[src/pkg/cc_mon_pkg.sv]
// constants shared by the charge counter and supply monitor
// assumes an 8-bit register file, one register per aligned apb word
package cc_mon_pkg;
  // ========================================================
  // register indexes, byte address is four times the index
  localparam logic [5:0] REG_CTRL = 6'h00;
  localparam logic [5:0] REG_CMD = 6'h01;
  localparam logic [5:0] REG_STAT = 6'h02;
  localparam logic [5:0] REG_UNMASK = 6'h03;
  localparam logic [5:0] REG_MONCTL = 6'h04;
  localparam logic [5:0] REG_VLIM = 6'h05;
  localparam logic [5:0] REG_TLIM = 6'h06;
  localparam logic [5:0] REG_MODE = 6'h07;
  localparam logic [5:0] REG_CC_BASE = 6'h08;
  localparam logic [5:0] REG_MON_BASE = 6'h10;
  localparam logic [5:0] REG_LAST = 6'h17;
  // ========================================================
  // field positions
  localparam int CTRL_EN_BIT = 0;
  localparam int CTRL_SCALE_LSB = 1;
  localparam int CTRL_THR_LSB = 4;
  localparam int CMD_COUNT_CLEAR_CMD = 0;
  localparam int CMD_START = 1;
  localparam int CMD_MON_CLR = 2;
  localparam int ST_FULL = 0;
  localparam int ST_VLOW = 1;
  localparam int ST_TFAULT = 2;
  localparam int UNMASK_FULL = 0;
  localparam int MONCTL_TAU_LSB = 0;
  localparam int MONCTL_INT_LSB = 4;
  // ========================================================
  // reset values
  localparam logic [7:0] CTRL_RST = 8'h00;
  localparam logic [7:0] UNMASK_RST = 8'h00;
  localparam logic [7:0] MONCTL_RST = 8'h00;
  localparam logic [7:0] VLIM_RST = 8'h00;
  localparam logic [7:0] TLIM_RST = 8'h7f;
  localparam logic [11:0] MIN_RST = 12'hfff;
  localparam logic [11:0] MAX_RST = 12'h000;
  // ========================================================
  // scaling, thresholds and trigger counts
  localparam logic [4:0] SCALE_EXP = 5'h10;
  localparam logic [15:0] FULL_50 = 16'h8000;
  localparam logic [15:0] FULL_62 = 16'ha000;
  localparam logic [15:0] FULL_75 = 16'hc000;
  localparam logic [15:0] FULL_87 = 16'hdeb8;
  localparam logic [3:0] INT_OFFSET = 4'h3;
  localparam logic [2:0] REFRESH_PER_TRIG = 3'h4;
  localparam int AVG_FRAC = 8;
  // energy states
  localparam logic [1:0] ES_ACTIVE = 2'h0;
  localparam logic [1:0] ES_LIGHT = 2'h1;
  localparam logic [1:0] ES_DEEP = 2'h2;
  typedef enum logic [2:0] {
    MON_IDLE = 3'b001,
    MON_CONV = 3'b010,
    MON_STORE = 3'b100
  } mon_state_t;
endpackage

[src/core/charge_count_and_supply_monitor.sv]
// charge counter and supply/temperature monitor behind an apb slave
// assumes an external converter that answers adc_start with adc_done
// and codes on the same clock; pulse pins are asynchronous
//
// Chosen here: the placing of the registers and the APB slave port.
`timescale 1ns/1ns
module charge_count_and_supply_monitor (
  input wire logic clk,
  input wire logic reset,
  input wire logic psel,
  input wire logic penable,
  input wire logic pwrite,
  input wire logic [7:0] paddr,
  input wire logic [31:0] pwdata,
  output logic [31:0] prdata,
  output logic pready,
  output logic pslverr,
  input wire logic pulse_a,
  input wire logic pulse_b,
  input wire logic pulse_c,
  input wire logic [1:0] energy_state,
  input wire logic cal_active,
  input wire logic [1:0] buckboost_mode_report,
  input wire logic [1:0] buckonly_mode_report,
  input wire logic input_pin_select_state,
  input wire logic refresh_tick,
  input wire logic adc_done,
  input wire logic [11:0] adc_supply_code,
  input wire logic [11:0] adc_temp_code,
  output logic adc_start,
  output logic supply_sel_secondary,
  output logic near_full_irq
);
  // ========================================================
  // functions
  function automatic logic [7:0] pick_byte(input logic [15:0] v,
                                           input logic low);
    pick_byte = low ? v[7:0] : v[15:8];
  endfunction

  function automatic logic [15:0] fill_level(input logic [1:0] sel);
    unique case (sel)
      2'h0: fill_level = cc_mon_pkg::FULL_50;
      2'h1: fill_level = cc_mon_pkg::FULL_62;
      2'h2: fill_level = cc_mon_pkg::FULL_75;
      2'h3: fill_level = cc_mon_pkg::FULL_87;
    endcase
  endfunction

  // ========================================================
  // pin synchronisers, edges taken from second and third stage
  logic [2:0] p1_r, p2_r, p3_r, p1_nxt, p2_nxt, p3_nxt;
  logic sel1_r, sel2_r, sel1_nxt, sel2_nxt;
  logic [2:0] edge_ev;

  always_comb begin
    p1_nxt = {pulse_c, pulse_b, pulse_a};
    p2_nxt = p1_r;
    p3_nxt = p2_r;
    sel1_nxt = input_pin_select_state;
    sel2_nxt = sel1_r;
    edge_ev = p2_r & ~p3_r;
  end

  always_ff @(posedge clk or posedge reset) begin
    if (reset) begin
      p1_r <= '0;
      p2_r <= '0;
      p3_r <= '0;
      sel1_r <= 1'b0;
      sel2_r <= 1'b0;
    end else begin
      p1_r <= p1_nxt;
      p2_r <= p2_nxt;
      p3_r <= p3_nxt;
      sel1_r <= sel1_nxt;
      sel2_r <= sel2_nxt;
    end
  end

  // ========================================================
  // charge counters: buck-only output split by sleep state
  logic [7:0] ctrl_r;
  logic count_clear_cmd_r;
  logic deep, light, cnt_en;
  logic [3:0] pair_pulse;
  logic [15:0] cc_res [4];

  assign deep = energy_state == cc_mon_pkg::ES_DEEP;
  assign light = energy_state == cc_mon_pkg::ES_LIGHT;
  // counting is not supported in deep sleep
  assign cnt_en = ctrl_r[cc_mon_pkg::CTRL_EN_BIT] && !deep;
  assign pair_pulse = {edge_ev[2], edge_ev[1] & light,
                       edge_ev[1] & ~light, edge_ev[0]};

  for (genvar g = 0; g < 4; g++) begin : g_pair
    charge_pair_counter #(.RESULT_W(16)) u_pair (
      .clk(clk),
      .reset(reset),
      .pulse(pair_pulse[g]),
      .count_en(cnt_en),
      .clear(count_clear_cmd_r),
      .cal_mode(g == 3 ? cal_active : 1'b0),
      .scale_sel(ctrl_r[cc_mon_pkg::CTRL_SCALE_LSB +: 3]),
      .result(cc_res[g])
    );
  end

  // ========================================================
  // monitor results
  logic tr_load, tr_reinit;
  logic [11:0] sup_r, tmp_r, temp_res_r;
  logic [11:0] avg_w, min_w, max_w;
  logic [7:0] monctl_r;

  supply_tracker #(.W(12)) u_track (
    .clk(clk),
    .reset(reset),
    .load(tr_load),
    .reinit(tr_reinit),
    .sample(sup_r),
    .tau(monctl_r[cc_mon_pkg::MONCTL_TAU_LSB +: 3]),
    .avg(avg_w),
    .lowest(min_w),
    .highest(max_w)
  );

  // ========================================================
  // apb slave and register file
  logic [7:0] unmask_r, vlim_r, tlim_r, shadow_r;
  logic [7:0] ctrl_nxt, unmask_nxt, monctl_nxt, vlim_nxt, tlim_nxt;
  logic [7:0] shadow_nxt;
  logic full_r, vlow_r, tfault_r, full_nxt, vlow_nxt, tfault_nxt;
  logic count_clear_cmd_nxt, start_pend_r, start_pend_nxt;
  logic mclr_pend_r, mclr_pend_nxt;
  logic [31:0] prdata_r, prdata_nxt;
  logic pready_r, pready_nxt, pslverr_r, pslverr_nxt;
  logic irq_r, irq_nxt;
  logic [5:0] idx;
  logic setup, access, mapped, in_cc, in_mon, inhibit;
  logic wr_cmd, wr_stat, set_full, set_vlow, set_tfault, mon_start;
  logic [15:0] mon_pair [4];
  logic [15:0] lvl;
  logic [7:0] rd;

  assign idx = paddr[7:2];
  assign setup = psel && !penable;
  assign access = psel && penable && pready_r;
  assign mapped = idx <= cc_mon_pkg::REG_LAST;
  assign in_cc = idx >= cc_mon_pkg::REG_CC_BASE
                 && idx < cc_mon_pkg::REG_MON_BASE;
  assign in_mon = idx >= cc_mon_pkg::REG_MON_BASE && mapped;
  // holding off for the whole transfer keeps both bytes coherent
  assign inhibit = psel && in_mon;
  assign wr_cmd = access && pwrite && idx == cc_mon_pkg::REG_CMD;
  assign wr_stat = access && pwrite && idx == cc_mon_pkg::REG_STAT;
  // nibble in the high byte, eight bits in the low byte
  assign mon_pair[0] = {4'h0, avg_w};
  assign mon_pair[1] = {4'h0, min_w};
  assign mon_pair[2] = {4'h0, max_w};
  assign mon_pair[3] = {4'h0, temp_res_r};
  assign lvl = fill_level(ctrl_r[cc_mon_pkg::CTRL_THR_LSB +: 2]);
  // a crossing raises the flag; a cleared pair sits below any level
  assign set_full = cnt_en && (cc_res[0] >= lvl || cc_res[1] >= lvl
                    || cc_res[2] >= lvl || cc_res[3] >= lvl);

  // read data is fetched in setup so pready and prdata both register
  always_comb begin
    rd = 8'h00;
    unique case (1'b1)
      in_cc: rd = pick_byte(cc_res[idx[2:1]], idx[0]);
      in_mon: rd = idx[0] ? shadow_r
                          : pick_byte(mon_pair[idx[2:1]], 1'b0);
      default: begin
        case (idx)
          cc_mon_pkg::REG_CTRL: rd = ctrl_r;
          cc_mon_pkg::REG_STAT: rd = {5'h00, tfault_r, vlow_r, full_r};
          cc_mon_pkg::REG_UNMASK: rd = unmask_r;
          cc_mon_pkg::REG_MONCTL: rd = monctl_r;
          cc_mon_pkg::REG_VLIM: rd = vlim_r;
          cc_mon_pkg::REG_TLIM: rd = tlim_r;
          cc_mon_pkg::REG_MODE:
            rd = {3'h0, sel2_r, buckonly_mode_report,
                  buckboost_mode_report};
          default: rd = 8'h00;
        endcase
      end
    endcase
  end

  // register writes, one-shot commands and sticky flags
  always_comb begin
    ctrl_nxt = ctrl_r;
    unmask_nxt = unmask_r;
    monctl_nxt = monctl_r;
    vlim_nxt = vlim_r;
    tlim_nxt = tlim_r;
    shadow_nxt = shadow_r;
    pready_nxt = setup && !pready_r;
    pslverr_nxt = setup && !pready_r && !mapped;
    prdata_nxt = prdata_r;
    if (setup)
      prdata_nxt = {24'h000000, rd};
    if (access && pwrite && mapped) begin
      case (idx)
        cc_mon_pkg::REG_CTRL: ctrl_nxt = pwdata[7:0];
        cc_mon_pkg::REG_UNMASK: unmask_nxt = pwdata[7:0];
        cc_mon_pkg::REG_MONCTL: monctl_nxt = pwdata[7:0];
        cc_mon_pkg::REG_VLIM: vlim_nxt = pwdata[7:0];
        cc_mon_pkg::REG_TLIM: tlim_nxt = pwdata[7:0];
        default: ;
      endcase
    end
    // taking the high half snapshots its low byte
    if (access && !pwrite && in_mon && !idx[0])
      shadow_nxt = pick_byte(mon_pair[idx[2:1]], 1'b1);
    count_clear_cmd_nxt = wr_cmd && pwdata[cc_mon_pkg::CMD_COUNT_CLEAR_CMD];
    start_pend_nxt = (start_pend_r && !mon_start)
                     || (wr_cmd && pwdata[cc_mon_pkg::CMD_START]);
    mclr_pend_nxt = (mclr_pend_r && !tr_load)
                    || (wr_cmd && pwdata[cc_mon_pkg::CMD_MON_CLR]);
    // set wins over a write-one clear in the same cycle
    full_nxt = set_full || (full_r && !(wr_stat
               && pwdata[cc_mon_pkg::ST_FULL]));
    vlow_nxt = set_vlow || (vlow_r && !(wr_stat
               && pwdata[cc_mon_pkg::ST_VLOW]));
    tfault_nxt = set_tfault || (tfault_r && !(wr_stat
                 && pwdata[cc_mon_pkg::ST_TFAULT]));
    irq_nxt = full_nxt && unmask_r[cc_mon_pkg::UNMASK_FULL];
  end

  always_ff @(posedge clk or posedge reset) begin
    if (reset) begin
      ctrl_r <= cc_mon_pkg::CTRL_RST;
      unmask_r <= cc_mon_pkg::UNMASK_RST;
      monctl_r <= cc_mon_pkg::MONCTL_RST;
      vlim_r <= cc_mon_pkg::VLIM_RST;
      tlim_r <= cc_mon_pkg::TLIM_RST;
      shadow_r <= 8'h00;
      prdata_r <= 32'h00000000;
      pready_r <= 1'b0;
      pslverr_r <= 1'b0;
      count_clear_cmd_r <= 1'b0;
      start_pend_r <= 1'b0;
      mclr_pend_r <= 1'b0;
      full_r <= 1'b0;
      vlow_r <= 1'b0;
      tfault_r <= 1'b0;
      irq_r <= 1'b0;
    end else begin
      ctrl_r <= ctrl_nxt;
      unmask_r <= unmask_nxt;
      monctl_r <= monctl_nxt;
      vlim_r <= vlim_nxt;
      tlim_r <= tlim_nxt;
      shadow_r <= shadow_nxt;
      prdata_r <= prdata_nxt;
      pready_r <= pready_nxt;
      pslverr_r <= pslverr_nxt;
      count_clear_cmd_r <= count_clear_cmd_nxt;
      start_pend_r <= start_pend_nxt;
      mclr_pend_r <= mclr_pend_nxt;
      full_r <= full_nxt;
      vlow_r <= vlow_nxt;
      tfault_r <= tfault_nxt;
      irq_r <= irq_nxt;
    end
  end

  // ========================================================
  // monitor triggering and conversion sequence
  cc_mon_pkg::mon_state_t state_r, state_nxt;
  logic [10:0] ev_cnt_r, ev_cnt_nxt, ev_span, ev_sum;
  logic [2:0] ref_cnt_r, ref_cnt_nxt, interval;
  logic auto_pend_r, auto_pend_nxt, adc_start_r, adc_start_nxt;
  logic sel_r, sel_nxt;
  logic [11:0] sup_nxt, tmp_nxt, temp_res_nxt;

  assign interval = monctl_r[cc_mon_pkg::MONCTL_INT_LSB +: 3];
  assign ev_span = 11'h001 << (interval + cc_mon_pkg::INT_OFFSET);
  assign ev_sum = ev_cnt_r + {10'h000, pair_pulse[0] & cnt_en}
                  + {10'h000, edge_ev[1] & cnt_en}
                  + {10'h000, pair_pulse[3] & cnt_en};
  // start only outside deep sleep, where the monitor is off
  assign mon_start = state_r == cc_mon_pkg::MON_IDLE && !deep
                     && (start_pend_r || auto_pend_r);
  assign tr_load = state_r == cc_mon_pkg::MON_STORE && !inhibit;
  assign tr_reinit = mclr_pend_r;
  assign set_vlow = tr_load && sup_r < {vlim_r, 4'h0};
  assign set_tfault = tr_load
                      && $signed(tmp_r) > $signed({tlim_r, 4'h0});

  always_comb begin
    state_nxt = state_r;
    ev_cnt_nxt = ev_cnt_r;
    ref_cnt_nxt = ref_cnt_r;
    auto_pend_nxt = auto_pend_r;
    adc_start_nxt = mon_start;
    sel_nxt = sel2_r;
    sup_nxt = sup_r;
    tmp_nxt = tmp_r;
    temp_res_nxt = temp_res_r;
    if (interval == 3'h0) begin
      ev_cnt_nxt = '0;
      ref_cnt_nxt = '0;
      auto_pend_nxt = 1'b0;
    end else begin
      if (ev_sum >= ev_span) begin
        ev_cnt_nxt = '0;
        auto_pend_nxt = 1'b1;
      end else begin
        ev_cnt_nxt = ev_sum;
      end
      if (refresh_tick) begin
        if (ref_cnt_r + 3'h1 >= cc_mon_pkg::REFRESH_PER_TRIG) begin
          ref_cnt_nxt = '0;
          auto_pend_nxt = 1'b1;
        end else begin
          ref_cnt_nxt = ref_cnt_r + 3'h1;
        end
      end
      if (mon_start) begin
        ref_cnt_nxt = '0;
        if (!(ev_sum >= ev_span))
          auto_pend_nxt = 1'b0;
      end
    end
    unique case (state_r)
      cc_mon_pkg::MON_IDLE: begin
        if (mon_start)
          state_nxt = cc_mon_pkg::MON_CONV;
      end
      cc_mon_pkg::MON_CONV: begin
        if (adc_done) begin
          sup_nxt = adc_supply_code;
          tmp_nxt = adc_temp_code;
          state_nxt = cc_mon_pkg::MON_STORE;
        end
      end
      cc_mon_pkg::MON_STORE: begin
        if (tr_load) begin
          temp_res_nxt = tmp_r;
          state_nxt = cc_mon_pkg::MON_IDLE;
        end
      end
      default: state_nxt = cc_mon_pkg::MON_IDLE;
    endcase
  end

  always_ff @(posedge clk or posedge reset) begin
    if (reset) begin
      state_r <= cc_mon_pkg::MON_IDLE;
      ev_cnt_r <= '0;
      ref_cnt_r <= '0;
      auto_pend_r <= 1'b0;
      adc_start_r <= 1'b0;
      sel_r <= 1'b0;
      sup_r <= '0;
      tmp_r <= '0;
      temp_res_r <= '0;
    end else begin
      state_r <= state_nxt;
      ev_cnt_r <= ev_cnt_nxt;
      ref_cnt_r <= ref_cnt_nxt;
      auto_pend_r <= auto_pend_nxt;
      adc_start_r <= adc_start_nxt;
      sel_r <= sel_nxt;
      sup_r <= sup_nxt;
      tmp_r <= tmp_nxt;
      temp_res_r <= temp_res_nxt;
    end
  end

  assign prdata = prdata_r;
  assign pready = pready_r;
  assign pslverr = pslverr_r;
  assign adc_start = adc_start_r;
  assign supply_sel_secondary = sel_r;
  assign near_full_irq = irq_r;
endmodule

[src/core/charge_pair_counter.sv]
// one charge result pair with its pulse prescaler
// assumes pulse is a one-cycle event already in the clk domain
`timescale 1ns/1ns
module charge_pair_counter #(
  parameter int RESULT_W = 16
) (
  input wire logic clk,
  input wire logic reset,
  input wire logic pulse,
  input wire logic count_en,
  input wire logic clear,
  input wire logic cal_mode,
  input wire logic [2:0] scale_sel,
  output logic [RESULT_W-1:0] result
);
  if (RESULT_W < 8 || RESULT_W > 32) begin : g_bad_w
    $error("RESULT_W out of range");
  end

  logic [16:0] pre_r, pre_nxt;
  logic [RESULT_W-1:0] res_r, res_nxt;
  logic [4:0] shift;
  logic [16:0] span;

  // ========================================================
  // one count per 2^(16-2*sel) pulses; calibration counts clocks
  always_comb begin
    shift = cc_mon_pkg::SCALE_EXP - {1'b0, scale_sel, 1'b0};
    span = 17'h00001 << shift;
    pre_nxt = pre_r;
    res_nxt = res_r;
    if (clear) begin
      pre_nxt = '0;
      res_nxt = '0;
    end else if (cal_mode) begin
      res_nxt = res_r + 1'b1; // unscaled clock count
    end else if (count_en && pulse) begin
      if (pre_r + 17'h00001 == span) begin
        pre_nxt = '0;
        res_nxt = res_r + 1'b1;
      end else begin
        pre_nxt = pre_r + 17'h00001;
      end
    end
  end

  always_ff @(posedge clk or posedge reset) begin
    if (reset) begin
      pre_r <= '0;
      res_r <= '0;
    end else begin
      pre_r <= pre_nxt;
      res_r <= res_nxt;
    end
  end

  assign result = res_r;
endmodule

[src/core/supply_tracker.sv]
// iir average, lowest and highest of the supply readings
// assumes load is a one-cycle strobe with a stable sample
`timescale 1ns/1ns
module supply_tracker #(
  parameter int W = 12
) (
  input wire logic clk,
  input wire logic reset,
  input wire logic load,
  input wire logic reinit,
  input wire logic [W-1:0] sample,
  input wire logic [2:0] tau,
  output logic [W-1:0] avg,
  output logic [W-1:0] lowest,
  output logic [W-1:0] highest
);
  localparam int F = cc_mon_pkg::AVG_FRAC;
  if (W != 12) begin : g_bad_w
    $error("W must be 12");
  end

  logic [W+F-1:0] acc_r, acc_nxt;
  logic [W-1:0] min_r, min_nxt, max_r, max_nxt;
  logic signed [W+F:0] diff;

  // ========================================================
  // fractional bits keep slow filters from stalling short of input
  always_comb begin
    diff = $signed({1'b0, sample, {F{1'b0}}}) - $signed({1'b0, acc_r});
    acc_nxt = acc_r;
    min_nxt = min_r;
    max_nxt = max_r;
    if (load && reinit) begin
      acc_nxt = {sample, {F{1'b0}}};
      min_nxt = sample;
      max_nxt = sample;
    end else if (load) begin
      acc_nxt = acc_r + (W+F)'(diff >>> tau);
      if (sample < min_r)
        min_nxt = sample;
      if (sample > max_r)
        max_nxt = sample;
    end
  end

  always_ff @(posedge clk or posedge reset) begin
    if (reset) begin
      acc_r <= '0;
      min_r <= cc_mon_pkg::MIN_RST;
      max_r <= cc_mon_pkg::MAX_RST;
    end else begin
      acc_r <= acc_nxt;
      min_r <= min_nxt;
      max_r <= max_nxt;
    end
  end

  assign avg = acc_r[W+F-1:F];
  assign lowest = min_r;
  assign highest = max_r;
endmodule

[config.mk]
export PLATFORM = sky130hd
export DESIGN_NAME = charge_count_and_supply_monitor
export DESIGN_NICKNAME = d
export VERILOG_FILES = /design/src/pkg/cc_mon_pkg.sv /design/src/core/charge_count_and_supply_monitor.sv /design/src/core/charge_pair_counter.sv /design/src/core/supply_tracker.sv
export SDC_FILE = /design/constraint.sdc
export NUM_CORES = 1
export LEC_CHECK = 0
export ABC_AREA = 1
export BUFFER_PORTS_ARGS = -buffer_cell sky130_fd_sc_hd__buf_2
export CAP_MARGIN = 15
export CORE_ASPECT_RATIO = 1.4
export CORE_MARGIN = 5
export CORE_UTILIZATION = 45
export CTS_CLUSTER_DIAMETER = 60
export DETAILED_ROUTE_END_ITERATION = 10
export GPL_ROUTABILITY_DRIVEN = 0
export PLACE_DENSITY = 0.59
export SYNTH_ARGS = -nofsm -noshare
export SYNTH_HDL_FRONTEND = slang
export SYNTH_SLANG_ARGS = --single-unit
[constraint.sdc]
create_clock -name clk -period 15.1 [get_ports clk]
set_clock_uncertainty 0.2 [all_clocks]
set_input_delay 4.53 -clock clk [delete_from_list [all_inputs] [get_ports clk]]
set_output_delay 4.53 -clock clk [all_outputs]
set_load 0.1 [all_outputs]
## Word-level counts from Yosys, hierarchy flattened

Index checks and enable logic that the tools add are counted.
W data, S select, Z words.

- Add/subtract/negate cells: 16
- Order comparisons: 15
- Eq/ne operators: 23
- Shifts and indexed selects: 3
- Muxes and demuxes: 61
- Bitwise logic cells: 9
- Reductions and logical operators: 91

Operator list:

| operator | count |
|---|---|
| $mux W16 | 17 |
| $mux W17 | 13 |
| $mux W12 | 6 |
| $add A17 B1 Y17 const B | 4 |
| $eq A17 B17 Y1 | 4 |
| $add A16 B1 Y16 const B | 4 |
| $bmux W16 S2 | 2 |
| $ge A16 B16 Y1 | 4 |
| $pmux W16 S4 | 1 |
| $pmux W8 S7 | 1 |
| $mux W20 | 2 |
| $logic_and A1 B1 Y1 | 39 |
| $add A11 B1 Y11 | 3 |
| $reduce_and A2 Y1 | 14 |
| $eq A6 B3 Y1 const B | 4 |
| $gt A12 B12 Y1 | 2 |
| $lt A12 B12 Y1 | 2 |
| $mux W11 | 2 |
| $mux W3 | 7 |
| $sshr A21 B3 Y20 | 1 |
| $sub A20 B20 Y21 | 1 |
| $add A20 B20 Y20 | 1 |
| $reduce_bool A2 Y1 | 10 |
| $shl A1 B5 Y17 const A | 1 |
| other kinds (35) | 73 |

- Flip-flop bits (word level): 308
- Input port bits: 82
- Output and inout port bits: 37
- Logic and storage cells: 259

## Logic depth before layout (Yosys ltp)

Gate-level depths: netlist of run 1.

- Depth in word-level cells: 14
- Mapped depth: 28
- Gate-level depth less buffers: 28

## Hierarchy

Synthesis of run 1 repeated with hierarchy kept, for this count alone.

- Cell total of the unflattened synthesis: 3222
- Area total of the unflattened synthesis: 23311.1 um2

Modules (own cells, without submodules):

| module | times used | cells an instance | area an instance (um2) | seq. area each (um2) |
|---|---|---|---|---|
| charge_pair_counter | 4 | 349 | 2409.8 | 825.8 |
| charge_count_and_supply_monitor | 1 | 1101 | 8783.4 | 3313.2 |
| supply_tracker | 1 | 725 | 4888.4 | 1116.1 |

## Worst setup path after synthesis of run 1

OpenSTA, ideal clock, no wires.

- Path type: input-to-reg
- Start: input energy_state[1]
- End: register ev_cnt_r[0]
- Setup time: 0.131 ns
- Arrival: 8.087 ns
- Required time: 14.769 ns
- Path slack: 6.682 ns
- Stages on the path: 24
- Buffers on the path: 1
- Cell sequence: inv_1 > nor2_1 > nor2_1 > inv_1 > nor3_1 > fa_1 > ha_1 > inv_1 > fa_1 > nor3_1 > inv_1 > nor2_1 > nand4_1 > nor2_1 > nand2_1 > xor2_1 > inv_1 > ha_1 > nand2_1 > nor4b_1 > a21oi_1 > nand2_1 > clkbuf_1 > nor2_1

- Word-level cells in the longest chain between the ends: 10
- Elaborated cells on any way between the ends: 12
- Those cells by class: 3 x add/sub; 1 x order compare; 1 x eq/ne; 2 x mux; 3 x bitwise; 2 x reduce/logical

Ends and longest elaborated chain:

| item | RTL line | source |
|---|---|---|
| from (decl) | charge_count_and_supply_monitor.sv:21 | `input wire logic [1:0] energy_state,` |
| $eq A2 B2 Y1 * | charge_count_and_supply_monitor.sv:89 | `assign deep = energy_state == cc_mon_pkg::ES_DEEP;` |
| $logic_not A1 Y1 * | charge_count_and_supply_monitor.sv:92 | `assign cnt_en = ctrl_r[cc_mon_pkg::CTRL_EN_BIT] && !deep;` |
| $logic_and A1 B1 Y1 * | charge_count_and_supply_monitor.sv:92 |  |
| $and A1 B1 Y1 | charge_count_and_supply_monitor.sv:281 | `assign ev_sum = ev_cnt_r + {10'h000, pair_pulse[0] & cnt_en}` |
| $add A11 B1 Y11 | charge_count_and_supply_monitor.sv:281 |  |
| $add A11 B1 Y11 | charge_count_and_supply_monitor.sv:282 | `+ {10'h000, edge_ev[1] & cnt_en}` |
| $add A11 B1 Y11 * | charge_count_and_supply_monitor.sv:283 | `+ {10'h000, pair_pulse[3] & cnt_en};` |
| $ge A11 B11 Y1 | charge_count_and_supply_monitor.sv:308 | `if (ev_sum >= ev_span) begin` |
| $mux W11 * | charge_count_and_supply_monitor.sv:308 |  |
| $mux W11 * | charge_count_and_supply_monitor.sv:303 | `if (interval == 3'h0) begin` |
| via ev_cnt_nxt[0] | charge_count_and_supply_monitor.sv:273 | `logic [10:0] ev_cnt_r, ev_cnt_nxt, ev_span, ev_sum;` |
| to (signal assigned) | charge_count_and_supply_monitor.sv:363 | `ev_cnt_r <= ev_cnt_nxt;` |
| to (decl) | charge_count_and_supply_monitor.sv:273 |  |

Mark *: on every way through the listed nets, which the timed path passes. The rest lies on a longest branch.
A chain may end at the register's enable or synchronous reset.

## Final worst setup path of run 1

- Start: input energy_state[1]
- End: register ev_cnt_r[7]

The elaborated chain is that of the path after synthesis.

==> results.md, run 1 <==
* Status: finished, final reports clean
* P per Cell Area at 152.7 nW/um2
* Ys Warns at 0
* Leak Pwr at 11.09 nW
* CTS tree: built
* Final Hold Viols at 0
* Num CTS Buffers at 35
* Initial DRC Count at 1,183
* Req. time, crit path at 15.34 ns
* Synth Flop Type: dfrtp_1
* Vias at 19,700
* RSZ-0062 raised after global routing: false
* ANT nets after route at 0
* P&R area growth vs syn at 9.150%
* Num ports at 119
* H-tree depth at 2
* Max-slew violations at 0
* Share of layout cells above drive strength 1 at 7.440%
* Peak supply drop at 0.0002527 V
* Post-cts hold buffer count at 0
* Fin crit period at 8.949 ns
* Core Footprint at 47,160 um2
* Placement row count at 94
* Final net count at 3,182
* Clk slew on worst S/H paths at 0.06 ns
* Worst path arrival time at 9.19 ns
* Sequential-to-total area share from yosys stat at 36.00%
* Pre-antenna DRT Iters at 8
* Setup CP Type: primary input to flip-flop
* Netlist cell types at 59
* Vias in the first global route at 19,630
* Synthesized instance count at 2,926
* Hpwl dp at 48.42 mm
* CP Launch Type: primary input
* Pin count of the biggest net entering global routing at 159
* Worst-Margin Slew at 1.106 ns
* Pwr Total at 3.579 mW
* GRT Resource Usage Total at 24.15%
* Layout fillers at 4,728
* Placed Instances at 3,545
* I/O Buffers at 68
* Starting Density at 45.55%
* FFs w/ async S/R, synth at 100.0%
* Clk_lat worst skew at 0.54 ns
* Die X at 194.7 um
* Gr ovfl total at 0
* Number of max-cap violations at 0
* EDFF count, synth at 0
* Die area at 52,270 um2
* Crit path max fanout at 11
* Average wire per standard cell at 17.82 um
* Vias per cell at 5.457
* #FFs+latches synth at 308
* Fin crit share at 59.26%
* Syn Std Cell Area at 21,480 um2
* Slew headroom at 26.08%
* First-pass GRT wire length at 102.9 mm
* CTS sink cnt at 308
* Fin Setup TNS at 0 ns
* Worst hold path class: flip-flop to flip-flop
* Fin cells at 3,609
* Core Util, Final at 49.72%
* # Post-CTS Setup Buffers at 0
* Fmax at 111.7 MHz
* Root Driver: clkbuf_16
* Clock buffer depth at 3
* Die Ht at 268.5 um
* DR DRC count at 0
* Post_cts resized at 0
* Final setup fails at 0
* Post-Route WL at 64.31 mm
* Critical Path Sink Type: flip-flop
* WHS at 0.1555 ns
* Avg Synthesized Cell Area at 7.342 um2
* Initial antenna violation count at 0
critical path, stage by stage:
cell and delay, ns:
buf_2 0.10, inv_1 0.04, nor2_1 0.07, nor2_1 0.25, inv_1 0.13, nor3_1 0.67, fa_1 0.29, ha_1 0.17
inv_1 0.05, fa_1 0.39, nor3_1 0.22, inv_1 0.08, nor2_1 0.17, nand4_1 0.16, nor2_1 0.12, nand2_1 0.07
xor2_1 0.16, inv_1 0.06, ha_1 0.31, nand2_1 0.11, nor2_1 0.08, nand3_1 0.08, o2111ai_1 0.11, a21oi_1 0.26
nand2_1 0.31, nor2_1 0.18
state kept, by name (all words and copies together) (netlist names), 11 cells and up:
signal                flops
u_track.lowest           12
tmp_r                    12
g_pair.u_pair.pre_r      68
u_track.acc_r            20
ev_cnt_r                 11
sup_r                    12
temp_res_r               12
g_pair.u_pair.result     64
u_track.highest          12
metrics by stage:
step,worst slack (ns),instance area (um2)
6_report,6.151,23450
5_1_grt,5.794,23450
4_1_cts,6.177,23440
3_5_place_dp,5.633,22280
3_3_place_gp,5.722,22280
2_1_floorplan,1.887,21580
area by class of cell:
cell class,count,area (um2),share of cell area (%)
clock inverters,15,157.7,0.6724
repair buffers,84,473.0,2.017
diodes,1,2.502,0.01067
multi-input cells,2203,12060,51.45
well taps,624,780.7,3.330
inverters,327,1235,5.267
flip-flops and latches,308,7734,32.98
clock buffers,47,1001,4.269
power by group:
part           internal [mW]  switching [mW]
sequential             0.950           0.139
clock                  0.504           0.365
combinational          0.557            1.06
synth_stat cells, types with 9 or more instances:
| cell type | instances | area [um2] |
|---|---|---|
| nand2_1 | 664 | 2492 |
| inv_1 | 315 | 1182 |
| dfrtp_1 | 288 | 7207 |
| nor2_1 | 283 | 1062 |
| o21ai_0 | 258 | 1291 |
| nand3_1 | 222 | 1111 |
| a21oi_1 | 176 | 880.8 |
| ha_1 | 138 | 1727 |
| xor2_1 | 114 | 998.5 |
| clkbuf_1 | 70 | 262.8 |
| nor3_1 | 47 | 235.2 |
| nand4_1 | 38 | 237.7 |
| buf_4 | 25 | 187.7 |
| o22ai_1 | 24 | 150.1 |
| nor4_1 | 22 | 137.6 |
| dfstp_2 | 20 | 525.5 |
| xnor2_1 | 18 | 157.7 |
| mux2_2 | 17 | 191.4 |
| a22oi_1 | 13 | 97.59 |
| o221ai_1 | 13 | 113.9 |
| a31oi_1 | 11 | 68.82 |
| buf_2 | 9 | 45.04 |
| nand3b_1 | 9 | 67.56 |
layer usage:
metal / track usage, % / up-vias / part of all wire, %
met4: 11.01 / 0 / 5.1
met1: 27.85 / 9355 / 40
met3: 2.437 / 163 / 3.2
li1: - / 9762 / -
met2: 45.19 / 416 / 52
met5: 0 / - / 0
final timing paths:
path / start / end / slack (ns) / depth (start not counted)
setup reg to reg: ctrl_r[0] / ev_cnt_r[7] / 9.89 / 24
setup / recovery: energy_state[1] / ev_cnt_r[7] / 6.15 / 26
min in group asynchronous: reset / p1_r[1] / 3.94 / 2
max in group asynchronous: reset / temp_res_r[7] / 9.36 / 3
hold reg to reg: p1_r[0] / p2_r[0] / 0.16 / 0
hold / removal: p1_r[0] / p2_r[0] / 0.16 / 0
cell families (layout without fill, tap and decap cells):
group | count (synthesis) | after routing | share of synthesized area (%)
adder cells (fa/ha/maj) | 141 | 141 | 8.317
buffers and inverters | 440 | 473 | 8.282
XOR/XNOR | 133 | 133 | 5.487
other | 2 | 28 | 0.03496
AND/OR/NAND/NOR | 1327 | 1327 | 26.62
AO/OA/AOI/OAI | 557 | 557 | 14.32
multiplexers | 18 | 18 | 0.9377
flip-flops | 308 | 308 | 36.00
cells in the final DEF, fill, tap and decap left out, types with 9 or more instances in the layout:
| master | instances |
|---|---|
| inv_1 | 314 |
| dfrtp_1 | 287 |
| nor4_1 | 22 |
| nand3b_1 | 9 |
| mux2_2 | 17 |
| buf_2 | 68 |
| ha_1 | 138 |
| buf_4 | 15 |
| xor2_1 | 114 |
| dfstp_2 | 20 |
| nand4_1 | 38 |
| a21oi_1 | 176 |
| a22oi_1 | 13 |
| o21ai_0 | 258 |
| nor2_1 | 283 |
| xnor2_1 | 18 |
| o221ai_1 | 13 |
| a31oi_1 | 11 |
| clkbuf_16 | 35 |
| nor3_1 | 47 |
| nand3_1 | 222 |
| o22ai_1 | 24 |
| conb_1 | 27 |
| nand2_1 | 664 |
Note: power is estimated with default switching activity, not from simulation.
==> run 2, diff against run 1 <==
Clock period 15.1 ns to 9.4 ns, I/O delays scaled along.
==> run 2 against run 1 <==
  * Clock power rose by 75%
  * Via count up 0.75%
  * First-iteration DRC count is 0.85% lower
  * Design area rose by 0.52%
  * Worst setup slack got worse by 3.7 ns
  * Largest cell class unchanged
==> results.md, run 2 (synthesized netlist as in run 1, its figures left out) <==
* Status: finished, final reports clean
* Worst path max stage delay at 0.61 ns
* Core Footprint at 47,160 um2
* Worst hold path class: flip-flop to flip-flop
* Placed Instances at 3,544
* Vias at 19,840
* Layout fillers at 4,667
* Hold Crit Start: p1_r[0]
* Gr ovfl total at 0
* Crit path max fanout at 11
* Fin Setup TNS at 0 ns
* Initial DRC Count at 1,173
* DR DRC count at 0
* Req. time, crit path at 9.66 ns
* Worst-Margin Slew at 1.146 ns
* Die Ht at 268.5 um
* I/O Buffers at 68
* # Post-CTS Setup Buffers at 0
* Pre-antenna DRT Iters at 6
* Core Util, Final at 49.98%
* CP Launch Type: primary input
* Most frequent cells in the layout: 664 x nand2_1, 314 x inv_1, 287 x dfrtp_1
* Setup CP Type: primary input to flip-flop
* RSZ-0062 raised after global routing: false
* Flop2flop setup slack at 4.39 ns
* CP Depth at 26
* ANT nets after route at 0
* Vias per cell at 5.494
* RR Startpoint: sup_r[3]
* Slew headroom at 23.42%
* Placement row count at 94
* CP Capture Point: ev_cnt_r[2]
* Post-cts hold buffer count at 0
* RR Endpoint: u_track.acc_r[17]
* Starting Density at 45.55%
* P per Cell Area at 249.1 nW/um2
* Pin count of the biggest net entering global routing at 166
* Dpl ws at 1.839 ns
* Root Driver: clkbuf_16
* Hpwl dp at 48.20 mm
* Fmax at 142.9 MHz
* R2R depth at 19
* Worst Setup SP: energy_state[1]
* P&R area growth vs syn at 9.721%
* Final worst setup slack at 2.402 ns
* Number of max-cap violations at 0
* Most used cell, CP: nor2_1
* Final Hold Viols at 0
* Worst path arrival time at 7.26 ns
* CTS tree: built
* Peak supply drop at 0.0005116 V
* GRT Resource Usage Total at 24.01%
* Final setup fails at 0
* Critical Path Sink Type: flip-flop
* First-pass GRT wire length at 102.4 mm
* CTS sink cnt at 308
* H-tree depth at 2
* Post_cts resized at 0
* Max reg flops at 68
* Slowest stage cell, crit path: nor3_1
* Most common cell after layout, fill and taps aside: nand2_1
* Num CTS Buffers at 37
* CP bufs+invs at 6
* Fin crit period at 6.998 ns
* Cell family with most CP delay: simple AND/OR/NAND/NOR gates
* Clock buffer depth at 3
* Average wire per standard cell at 17.86 um
* Fin cells at 3,612
* Clk_lat worst skew at 0.55 ns
* Die X at 194.7 um
* Fin crit share at 74.45%
* Final net count at 3,183
* Share of layout cells above drive strength 1 at 7.432%
* Initial antenna violation count at 1
* Die area at 52,270 um2
* Post-Route WL at 64.51 mm
* Max-slew violations at 0
* Num ports at 119
* Vias in the first global route at 19,500
* Leak Pwr at 11.15 nW
* Top reg by flops: g_pair.u_pair.pre_r
* Clk slew on worst S/H paths at 0.06 ns
[run 2: power breakdown]
group	internal (mW)	switching (mW)	total, mW	leakage, nW
Sequential	1.53	0.229	1.75	3.98
Combinational	0.893	1.71	2.60	6.54
Clock	0.912	0.606	1.52	0.620
Total	3.33	2.54	5.87	11.1
[run 2: worst min path at each step]
stage,cells after the start,to
after floorplan,0,p2_r[0]
after global placement,0,sel2_r
after detailed placement,0,p2_r[0]
after CTS,0,p2_r[0]
after global routing,0,p2_r[0]
final,0,p2_r[0]
[run 2: cell type report]
cell class	count	area, um2	share of cell area, %
multi-input cells	2203	12060	51.18
clock inverters	17	259.0	1.099
repair buffers	83	478.0	2.028
flip-flops and latches	308	7734	32.81
diodes	1	2.502	0.01062
well taps	624	780.7	3.312
clock buffers	49	1021	4.332
inverters	327	1231	5.223
[run 2: per-stage QoR]
step | hold slack, ns | area (um2) | power (mW)
6_report | 0.1487 | 23570 | 5.871
5_1_grt | 0.1545 | 23570 | 6.293
4_1_cts | 0.1507 | 23560 | 5.885
3_5_place_dp | 0.1364 | 22280 | 4.337
3_3_place_gp | 0.1325 | 22280 | 4.291
2_1_floorplan | 0.1312 | 21580 | 3.621
[run 2: worst register-to-register path, cell delays in order (launching register included)]
cell and delay [ns]:
dfrtp_1 0.53, ha_1 0.50, nand2_1 0.16, nor2_1 0.12
nand2_1 0.07, o21ai_0 0.57, a31oi_1 0.19, xnor2_1 0.27
nand2_1 0.11, nand3_1 0.13, o21ai_0 0.13, o21ai_0 0.28
ha_1 0.27, nand2_1 0.14, nor4_1 0.42, o21ai_0 0.16
nand3_1 0.20, a21oi_1 0.08, o21ai_0 0.16, o221ai_1 0.18
[run 2: per-layer routing]
layer  vias to the layer above  wire [um]  track usage (%)
met5                         -          0                0
met3                       158       2625            2.737
met2                       488      32970            44.14
li1                       9775          -                -
met4                         0       3658            12.60
met1                      9422      25260            27.47
